--- config.mk ---
export PLATFORM = sky130hd
export DESIGN_NAME = lcfd_top
export DESIGN_NICKNAME = d
export VERILOG_FILES = /design/src/common/lcfd_pkg.sv /design/src/logic/lcfd_channel.sv /design/src/logic/lcfd_top.sv
export SDC_FILE = /design/constraint.sdc
export NUM_CORES = 1
export LEC_CHECK = 0
export BUFFER_PORTS_ARGS = -buffer_cell sky130_fd_sc_hd__buf_2
export CORE_UTILIZATION = 33
export CTS_CLUSTER_DIAMETER = 200
export DETAILED_ROUTE_END_ITERATION = 8
export GPL_ROUTABILITY_DRIVEN = 0
export HOLD_SLACK_MARGIN = 0.1
export PLACE_DENSITY_LB_ADDON = 0.05
export SLEW_MARGIN = 30
export SYNTH_ARGS = -nofsm -noshare
export SYNTH_HDL_FRONTEND = slang
export SYNTH_SLANG_ARGS = --single-unit
--- constraint.sdc ---
create_clock -name ref_clk_in -period 2.7 [get_ports ref_clk_in]
set_input_delay 0.405 -clock ref_clk_in [delete_from_list [all_inputs] [get_ports ref_clk_in]]
set_output_delay 0.405 -clock ref_clk_in [all_outputs]
set_load 0.05 [all_outputs]
--- src/common/lcfd_pkg.sv ---
// Constants and types for the LED channel fault diagnostics block
// Function
// - Short and open detection kept separately for every channel.
// - Short monitor counts only during the channel on-time.
// - Short fault after sense stays low past deglitch; timer restarts on release.
// - Short fault turns the channel off and retries until the short is gone.
// - Short retry repeats pull-up pulse for on time, then waits off time.
// - In either retry state the channel dimming input is ignored.
// - Open fault after drain-sense difference stays low past deglitch; resets on release.
// - Open fault turns that channel off, pulls the fail line low and retries until removed.
// - Open retry repeats pull-up pulse for on time, then waits off time.
// - Open detection results ignored while open diagnostic enable is low.
// - Fail line weakly high normally, pulled strongly low on any fault.
// - Fail line low shuts all outputs and charge pump; faulty channels keep retrying.
// - Over-temperature turns everything off and pulls fail line low until cooled.
// - Fail line held high externally: only faulty channel off, pump keeps running.
// - Fail line shared by up to fifteen controllers, all shut off together.
// - Fail line pulled low externally keeps all channel outputs disabled.
package lcfd_pkg;
    localparam int LCFD_CHANNELS       = 3;
    localparam int LCFD_MAX_PEERS      = 15;
    localparam int LCFD_CLK_NS         = 5;
    localparam int LCFD_SHORT_DEG_NS   = 10000;
    localparam int LCFD_OPEN_DEG_NS    = 10000;
    localparam int LCFD_RETRY_ON_NS    = 2000;
    localparam int LCFD_RETRY_OFF_NS   = 20000;
    localparam int LCFD_SHORT_DEG_CYC  = (LCFD_SHORT_DEG_NS + LCFD_CLK_NS - 1) / LCFD_CLK_NS;
    localparam int LCFD_OPEN_DEG_CYC   = (LCFD_OPEN_DEG_NS + LCFD_CLK_NS - 1) / LCFD_CLK_NS;
    localparam int LCFD_RETRY_ON_CYC   = (LCFD_RETRY_ON_NS + LCFD_CLK_NS - 1) / LCFD_CLK_NS;
    localparam int LCFD_RETRY_OFF_CYC  = (LCFD_RETRY_OFF_NS + LCFD_CLK_NS - 1) / LCFD_CLK_NS;
    localparam int LCFD_CNT_W          = 16;

    typedef enum logic [1:0] {
        LCFD_NORMAL,
        LCFD_SHORT_RETRY,
        LCFD_OPEN_RETRY
    } lcfd_mode_t;

    typedef enum logic {
        LCFD_PULSE,
        LCFD_WAIT
    } lcfd_phase_t;
endpackage

--- src/logic/lcfd_channel.sv ---
// One channel: deglitch, retry sequencing and channel enable
module lcfd_channel
    import lcfd_pkg::*;
#(
    parameter int SHORT_DEG_CYC = LCFD_SHORT_DEG_CYC,
    parameter int OPEN_DEG_CYC  = LCFD_OPEN_DEG_CYC,
    parameter int RETRY_ON_CYC  = LCFD_RETRY_ON_CYC,
    parameter int RETRY_OFF_CYC = LCFD_RETRY_OFF_CYC
)(
    input  wire logic ref_clk_in,
    input  wire logic rst_n_in,
    input  wire logic clk_en_in,
    input  wire logic dim_in,
    input  wire logic short_low_in,
    input  wire logic open_low_in,
    input  wire logic diag_en_in,
    input  wire logic global_off_in,
    output logic      drive_out,
    output logic      retry_pulse_out,
    output logic      fault_out
);
    typedef struct packed {
        lcfd_mode_t              mode;
        lcfd_phase_t             phase;
        logic [LCFD_CNT_W-1:0]   sg_cnt;
        logic [LCFD_CNT_W-1:0]   op_cnt;
        logic [LCFD_CNT_W-1:0]   rt_cnt;
        logic                    drive;
        logic                    pulse;
        logic                    fault;
    } lcfd_ch_t;

    lcfd_ch_t st_reg;
    lcfd_ch_t st_next;

    function automatic logic [LCFD_CNT_W-1:0] bump(input logic [LCFD_CNT_W-1:0] c);
        bump = (c == {LCFD_CNT_W{1'b1}}) ? c : c + LCFD_CNT_W'(1);
    endfunction

    always_comb
    begin
        st_next = st_reg;
        case (st_reg.mode)
            LCFD_NORMAL:
            begin
                // Timers restart as soon as the comparator releases
                st_next.sg_cnt = (dim_in && short_low_in)
                                 ? bump(st_reg.sg_cnt) : '0;
                st_next.op_cnt = (dim_in && open_low_in && diag_en_in)
                                 ? bump(st_reg.op_cnt) : '0;
                st_next.rt_cnt = '0;
                st_next.phase  = LCFD_PULSE;
                if (st_reg.sg_cnt >= LCFD_CNT_W'(SHORT_DEG_CYC))
                begin
                    st_next.mode   = LCFD_SHORT_RETRY;
                    st_next.sg_cnt = '0;
                end
                else if (diag_en_in && st_reg.op_cnt >= LCFD_CNT_W'(OPEN_DEG_CYC))
                begin
                    st_next.mode   = LCFD_OPEN_RETRY;
                    st_next.op_cnt = '0;
                end
            end
            default:
            begin
                // Dimming input not looked at here; pulses free-run
                // Deglitch restarts from zero after a retry, no stale count
                st_next.sg_cnt = '0;
                st_next.op_cnt = '0;
                st_next.rt_cnt = bump(st_reg.rt_cnt);
                if (st_reg.phase == LCFD_PULSE)
                begin
                    if (st_reg.rt_cnt >= LCFD_CNT_W'(RETRY_ON_CYC - 1))
                    begin
                        st_next.rt_cnt = '0;
                        st_next.phase  = LCFD_WAIT;
                        // Fault judged at the end of the pulse, comparator settled
                        if (st_reg.mode == LCFD_SHORT_RETRY ? !short_low_in
                            : (!open_low_in || !diag_en_in))
                            st_next.mode = LCFD_NORMAL;
                    end
                end
                else if (st_reg.rt_cnt >= LCFD_CNT_W'(RETRY_OFF_CYC - 1))
                begin
                    st_next.rt_cnt = '0;
                    st_next.phase  = LCFD_PULSE;
                end
            end
        endcase
        st_next.drive = (st_next.mode == LCFD_NORMAL) && dim_in && !global_off_in;
        st_next.pulse = (st_next.mode != LCFD_NORMAL) && (st_next.phase == LCFD_PULSE);
        st_next.fault = (st_next.mode != LCFD_NORMAL);
    end

    always_ff @(posedge ref_clk_in or negedge rst_n_in)
    begin
        if (!rst_n_in)
            st_reg <= '{mode: LCFD_NORMAL, phase: LCFD_PULSE, default: '0};
        else if (clk_en_in)
            st_reg <= st_next;
    end

    assign drive_out       = st_reg.drive;
    assign retry_pulse_out = st_reg.pulse;
    assign fault_out       = st_reg.fault;

    chk_drive_off_fault: assert property (@(posedge ref_clk_in) disable iff (!rst_n_in)
        fault_out |-> !drive_out) else $error("channel driven during fault");
    chk_short_deglitch: assert property (@(posedge ref_clk_in) disable iff (!rst_n_in)
        $rose(st_reg.mode == LCFD_SHORT_RETRY)
        |-> $past(st_reg.sg_cnt) >= LCFD_CNT_W'(SHORT_DEG_CYC))
        else $error("short fault before deglitch");
    chk_diag_gates_open: assert property (@(posedge ref_clk_in) disable iff (!rst_n_in)
        clk_en_in && !diag_en_in && st_reg.mode == LCFD_NORMAL
        |=> st_reg.mode != LCFD_OPEN_RETRY)
        else $error("open fault while diagnostics off");
endmodule

--- src/logic/lcfd_top.sv ---
// Top: pin synchronisers, thermal and fail-line control, three channels
module lcfd_top
    import lcfd_pkg::*;
#(
    parameter int CHANNELS      = LCFD_CHANNELS,
    parameter int SHORT_DEG_CYC = LCFD_SHORT_DEG_CYC,
    parameter int OPEN_DEG_CYC  = LCFD_OPEN_DEG_CYC,
    parameter int RETRY_ON_CYC  = LCFD_RETRY_ON_CYC,
    parameter int RETRY_OFF_CYC = LCFD_RETRY_OFF_CYC
)(
    input  wire logic                ref_clk_in,
    input  wire logic                rst_n_in,
    input  wire logic                clk_en_in,
    input  wire logic [CHANNELS-1:0] channel_dim_input_in,
    input  wire logic [CHANNELS-1:0] short_below_in,
    input  wire logic [CHANNELS-1:0] open_below_in,
    input  wire logic                open_diag_enable_in,
    input  wire logic                thermal_over_in,
    input  wire logic                fail_n_in,
    output logic                     fail_n_out,
    output logic                     fail_n_oe_n_out,
    output logic                     fail_weak_pullup_out,
    output logic                     charge_pump_en_out,
    output logic                     low_power_out,
    output logic [CHANNELS-1:0]      channel_enable_out,
    output logic [CHANNELS-1:0]      retry_pullup_out,
    output logic [CHANNELS-1:0]      channel_fault_out
);
    localparam int NIN = 3 * CHANNELS + 3;
    // Fail line idles high; its sync stages start there so no false low follows reset
    localparam logic [NIN-1:0] PIN_IDLE = {1'b1, {(NIN-1){1'b0}}};

    typedef struct packed {
        logic [NIN-1:0] s1;
        logic [NIN-1:0] s2;
        logic [NIN-1:0] s3;
        logic [NIN-1:0] val;
        logic           hot;
        logic           pd;
        logic           pump;
        logic           lowp;
        logic           alloff;
    } lcfd_top_t;

    lcfd_top_t st_reg;
    lcfd_top_t st_next;

    logic [NIN-1:0]      raw;
    logic [CHANNELS-1:0] ch_fault;
    logic [CHANNELS-1:0] ch_drive;
    logic [CHANNELS-1:0] ch_pulse;
    logic                any_fault;
    logic                line_low;
    logic                ext_low;

    assign raw = {fail_n_in, thermal_over_in, open_diag_enable_in,
                  open_below_in, short_below_in, channel_dim_input_in};

    // Filtered pin levels, taken only once stages two and three agree
    assign any_fault = (|ch_fault) || st_reg.hot;
    assign line_low  = !st_reg.val[NIN-1];
    // Line low with nothing of ours asserting: some peer pulled it
    assign ext_low   = line_low && !any_fault;

    always_comb
    begin
        st_next    = st_reg;
        st_next.s1 = raw;
        st_next.s2 = st_reg.s1;
        st_next.s3 = st_reg.s2;
        for (int i = 0; i < NIN; i++)
            if (st_reg.s2[i] == st_reg.s3[i])
                st_next.val[i] = st_reg.s3[i];
        // Hysteresis lives in the comparator; we follow its output
        st_next.hot    = st_reg.val[NIN-2];
        st_next.pd     = any_fault;
        // Line high despite our pull-down: all-fail disabled, local off only
        st_next.alloff = line_low || st_reg.hot;
        st_next.pump   = !st_next.alloff;
        st_next.lowp   = st_next.alloff;
    end

    always_ff @(posedge ref_clk_in or negedge rst_n_in)
    begin
        if (!rst_n_in)
            st_reg <= '{s1: PIN_IDLE, s2: PIN_IDLE, s3: PIN_IDLE, val: PIN_IDLE,
                        pump: 1'b1, default: '0};
        else if (clk_en_in)
            st_reg <= st_next;
    end

    for (genvar c = 0; c < CHANNELS; c++)
    begin : g_ch
        lcfd_channel #(
            .SHORT_DEG_CYC (SHORT_DEG_CYC),
            .OPEN_DEG_CYC  (OPEN_DEG_CYC),
            .RETRY_ON_CYC  (RETRY_ON_CYC),
            .RETRY_OFF_CYC (RETRY_OFF_CYC)
        ) u_ch (
            .ref_clk_in      (ref_clk_in),
            .rst_n_in        (rst_n_in),
            .clk_en_in       (clk_en_in),
            .dim_in          (st_reg.val[c]),
            .short_low_in    (st_reg.val[CHANNELS + c]),
            .open_low_in     (st_reg.val[2*CHANNELS + c]),
            .diag_en_in      (st_reg.val[NIN-3]),
            .global_off_in   (st_reg.alloff),
            .drive_out       (ch_drive[c]),
            .retry_pulse_out (ch_pulse[c]),
            .fault_out       (ch_fault[c])
        );
    end

    assign fail_n_out           = 1'b0;
    assign fail_n_oe_n_out      = !st_reg.pd;
    assign fail_weak_pullup_out = !st_reg.pd;
    assign charge_pump_en_out   = st_reg.pump;
    assign low_power_out        = st_reg.lowp;
    assign channel_enable_out   = ch_drive;
    assign retry_pullup_out     = ch_pulse;
    assign channel_fault_out    = ch_fault;

    chk_fail_pulldown: assert property (@(posedge ref_clk_in) disable iff (!rst_n_in)
        clk_en_in && any_fault |=> !fail_n_oe_n_out) else $error("fault without pull-down");
    chk_ext_low_off: assert property (@(posedge ref_clk_in) disable iff (!rst_n_in)
        clk_en_in && ext_low ##1 clk_en_in |=> channel_enable_out == '0)
        else $error("output on while line low");
    chk_hot_pump_off: assert property (@(posedge ref_clk_in) disable iff (!rst_n_in)
        clk_en_in && st_reg.hot |=> !charge_pump_en_out) else $error("pump on while hot");
endmodule

==> impl_metrics.yaml <==
run_status:
  outcome: "finished, final reports clean"
power_and_ir_drop:
  comb_power_share_pct: 14.6
  portion_of_total_power_attributed_to_sequential_cells_pct: 42.6
  netSwitchingFraction_pct: 28.6
  cellInternalPower_uw: 6340
  power_density_mw_per_mm2: 700
  net-switching-power_uw: 2540
  static-leakage-power_uw: 0.00545
  max-vdd-ir-drop_uv: 518
  power_frac_clock_pct: 42.8
floorplanning:
  core_area_mm2: 0.0325
  start_util_pct: 33.6
  chipWidth_um: 184
  row_count: 66
  ioPinCount: 29
  floorplan.die.height_um: 184
  die_area_mm2: 0.0339
worst_setup_path:
  r2r_slack_ns: 0.37
  crit_slowest_cell: "sky130_fd_sc_hd__or4_1"
  critical_path.reg2reg.endpoint: "g_ch[0].u_ch.st_reg[19]$_DFFE_PN0P_"
  cell_by_cell_listing_of_the_critical_path: "nand4_1, or4_1, nor2_1, nor2_1, mux2_2"
  cpPeakStageDelay_ns: 0.62
  critical_path.n_buffers_inverters: 0
  critPathMostFrequentCell: "sky130_fd_sc_hd__nor2_1"
  rr_worst_depth: 5
  worst_ep_arrival_time_ns: 2.75
  timing.critical_path.max_delay_family: "simple AND/OR/NAND/NOR gates"
  rr_startpoint: "g_ch[0].u_ch.st_reg[27]$_DFFE_PN0P_"
  critPathLaunchType: "register"
  timing_worst_setup_path_type: "reg2reg"
  maximum_fanout_encountered_on_the_critical_timing_path: 7
  critical_path.endpoint_type: "register"
  crit_required_ns: 3.12
sta:
  timing_worst_slew_pin_value_ns: 0.767
  timing_max_transition_violations_final: 0
  final.setup_skew_ns: 0.0178
  rsz0062_at_grt: "false"
  timing.final.setup_violations: 0
  tns_ns: 0
  final_hold_viol_count: 0
  timing.final.crit_share_pct: 86.2
  worst_slew_margin_rel_pct: 48.4
  period_minus_slack_ns: 2.33
  fmax_mhz: 430
cts:
  root_buffer_selected_by_cts: "sky130_fd_sc_hd__clkbuf_16"
  cts_repair_resize_count: 0
  numCtsBuffers: 27
  max_clock_buf_depth: 3
  count_of_hold_buffers_inserted_by_post_cts_repair: 12
  clock-sinks: 214
  cts-htree-levels: 1
  cts_setup_buffers: 0
  cts_tree: "done"
  clk_pin_slew_worst_paths_ns: 0.06
  clkLatencyLatePin_ns: 0.54
drt:
  route.detailed.vias_per_inst: 5.38
  drc: 0
  num_vias: 8820
  ant_nets: 0
  routed_len_inst_um: 16.3
  first_pass_iters: 5
  initialDrtViolationCount: 455
  finalWirelength_um: 26700
logic_synthesis:
  ys_ff_latch: 214
  post_synth_inst_count: 1142
  ys_dominant_reg_cell: "sky130_fd_sc_hd__dfrtp_1"
  ys_top_cells_by_count: "209 x sky130_fd_sc_hd__dfrtp_1, 122 x sky130_fd_sc_hd__o21ai_0, 85 x sky130_fd_sc_hd__a21oi_1, 77 x sky130_fd_sc_hd__nand2_1, 69 x sky130_fd_sc_hd__nor2_1"
  postSynthNetCount: 1172
  ys_async_sr_fraction_pct: 100
  synth_top_cells_by_area: "sky130_fd_sc_hd__dfrtp_1 48%, sky130_fd_sc_hd__o21ai_0 5.6%, sky130_fd_sc_hd__a21oi_1 3.9%, sky130_fd_sc_hd__mux2_2 3.0%, sky130_fd_sc_hd__nand2_1 2.6%"
  postSynthAreaPerCell_um2: 9.58
  yosysSeqAreaShare_pct: 49.0
  synth_top_area_share_pct: 47.8
  synth_edf_count: 0
  ys_types: 72
  synth_largest_area_cell: "sky130_fd_sc_hd__dfrtp_1"
  post-synth-top-count-cell: "sky130_fd_sc_hd__dfrtp_1"
  synthesis.area_mm2: 0.0109
  synth-warning-count: 0
final_layout:
  sequential_cell_area_mm2: 0.00536
  share_of_cells_above_drive_strength_1_pct: 12.2
  multi_input_comb_area_mm2: 0.00511
  final_net_count: 1207
  layout.cells.non_filler: 1640
  fill_cells: 3283
  insertedDiodeCount: 0
  largest_reg_flops: 153
  area_delta_synth_final_pct: 16.0
global_route:
  grt_start_max_net_pins: 73
  globalRouteTotalUtil_pct: 16.5
  antenna_found_initial: 0
  grt_pass1_vias: 8739
  global_route_wire_length_before_repair_um: 46000
  grt.overflow.total: 0
hold_path:
  worst_hold_startpoint: "channel_dim_input_in[1]"
  min_path_type: "in2reg"
  whs_endpoint: "st_next[30]$_DFFE_PN0P_"
  holdPathStages: 2
place:
  detailedPlacementHpwl_um: 17300
  port_buffers: 27
  placed_cells_incl_taps: 1578
flow_run:
  drv_cap: 0
## layout by cell type, fill, tap and decap left out, types with 6 or more instances in the layout
cell type,synthesis,routed
sky130_fd_sc_hd__dlygate4sd3_1,0,12
sky130_fd_sc_hd__mux2_2,29,29
sky130_fd_sc_hd__buf_4,11,18
sky130_fd_sc_hd__a31o_2,8,8
sky130_fd_sc_hd__dfrtp_1,209,209
sky130_fd_sc_hd__clkbuf_16,0,27
sky130_fd_sc_hd__nor2b_1,16,16
sky130_fd_sc_hd__and4_1,12,12
sky130_fd_sc_hd__nor4_1,16,16
sky130_fd_sc_hd__clkbuf_1,33,7
sky130_fd_sc_hd__o2bb2ai_1,7,7
sky130_fd_sc_hd__and3_1,34,34
sky130_fd_sc_hd__nand4_1,34,34
sky130_fd_sc_hd__buf_12,0,6
sky130_fd_sc_hd__clkbuf_8,0,6
sky130_fd_sc_hd__and2_1,17,17
sky130_fd_sc_hd__a21o_1,21,21
sky130_fd_sc_hd__nor2_1,69,69
sky130_fd_sc_hd__inv_1,52,51
sky130_fd_sc_hd__nand3_1,47,47
sky130_fd_sc_hd__o31ai_1,11,11
sky130_fd_sc_hd__o22a_1,6,6
sky130_fd_sc_hd__nand2_1,77,77
sky130_fd_sc_hd__o21a_1,8,8
sky130_fd_sc_hd__a31oi_1,38,38
sky130_fd_sc_hd__nor3_1,18,18
sky130_fd_sc_hd__a22o_1,9,9
sky130_fd_sc_hd__mux2i_1,7,7
sky130_fd_sc_hd__a21oi_1,85,84
sky130_fd_sc_hd__o21ai_0,122,122
sky130_fd_sc_hd__o211ai_1,8,8
sky130_fd_sc_hd__buf_2,8,25
sky130_fd_sc_hd__a41oi_1,13,13
sky130_fd_sc_hd__ha_1,15,15
## cell families after synthesis
family,synth area share [%]
AO/OA/AOI/OAI,23.2
flip-flops,49.0
other,0.0343
adder cells (fa/ha/maj),1.72
XOR/XNOR,0.561
buffers and inverters,4.28
AND/OR/NAND/NOR,17.6
multiplexers,3.63
## power groups by stage
stage / Clock (uW) / Combinational, uW / Sequential (uW)
floorplan: 0 / 943 / 3750
global placement: 0 / 1290 / 3840
detailed placement: 0 / 1300 / 3850
CTS: 3960 / 1320 / 3790
global route: 4050 / 1480 / 3840
finish: 3800 / 1290 / 3780
## layer usage
layer | vias to the layer above | part of all wire [%] | wire, um | GRT usage (%)
li1 | 4350 | - | - | -
met2 | 97 | 43 | 11600 | 25.7
met5 | - | 0 | 0 | 0
met3 | 36 | 3.1 | 833 | 2.50
met4 | 0 | 1.8 | 480 | 3.60
met1 | 4337 | 52 | 13800 | 23.9
## worst max-delay path by stage
stage,from,to,slack [ns],cells after the start
2_1_floorplan,g_ch[0].u_ch.st_reg[3]$_DFFE_PN0P_,g_ch[0].u_ch.st_reg[5]$_DFFE_PN0P_,0.67,7
3_3_place_gp,g_ch[0].u_ch.st_reg[27]$_DFFE_PN0P_,g_ch[0].u_ch.st_reg[28]$_DFFE_PN0P_,0.36,5
3_5_place_dp,g_ch[1].u_ch.st_reg[19]$_DFFE_PN0P_,g_ch[1].u_ch.st_reg[24]$_DFFE_PN0P_,0.41,6
4_1_cts,g_ch[1].u_ch.st_reg[19]$_DFFE_PN0P_,g_ch[1].u_ch.st_reg[24]$_DFFE_PN0P_,0.39,6
5_1_grt,g_ch[0].u_ch.st_reg[27]$_DFFE_PN0P_,g_ch[0].u_ch.st_reg[19]$_DFFE_PN0P_,0.16,5
6_report,g_ch[0].u_ch.st_reg[27]$_DFFE_PN0P_,g_ch[0].u_ch.st_reg[19]$_DFFE_PN0P_,0.37,5
## metrics by stage
| stage | setup slack, ns | cell area, um2 | utilization [%] | total power [uW] | hold slack, ns |
|---|---|---|---|---|---|
| global placement | 0.360 | 11600 | 35.7 | 5130 | 0.445 |
| global route | 0.155 | 12700 | 39.0 | 9360 | 0.125 |
| CTS | 0.393 | 12700 | 39.0 | 9070 | 0.106 |
| floorplan | 0.675 | 10900 | - | 4690 | 0.109 |
| detailed placement | 0.413 | 11600 | 35.7 | 5150 | 0.443 |
| finish | 0.374 | 12700 | 39.0 | 8880 | 0.142 |
## final cells by class
type / instances / area share (%)
inverters: 52 / 1.54
multi-input cells: 819 / 40.3
clock buffers: 40 / 6.18
well taps: 442 / 4.36
repair buffers: 63 / 4.15
clock inverters: 10 / 1.21
flip-flops and latches: 214 / 42.3
Power figures use the tool's default switching activity.
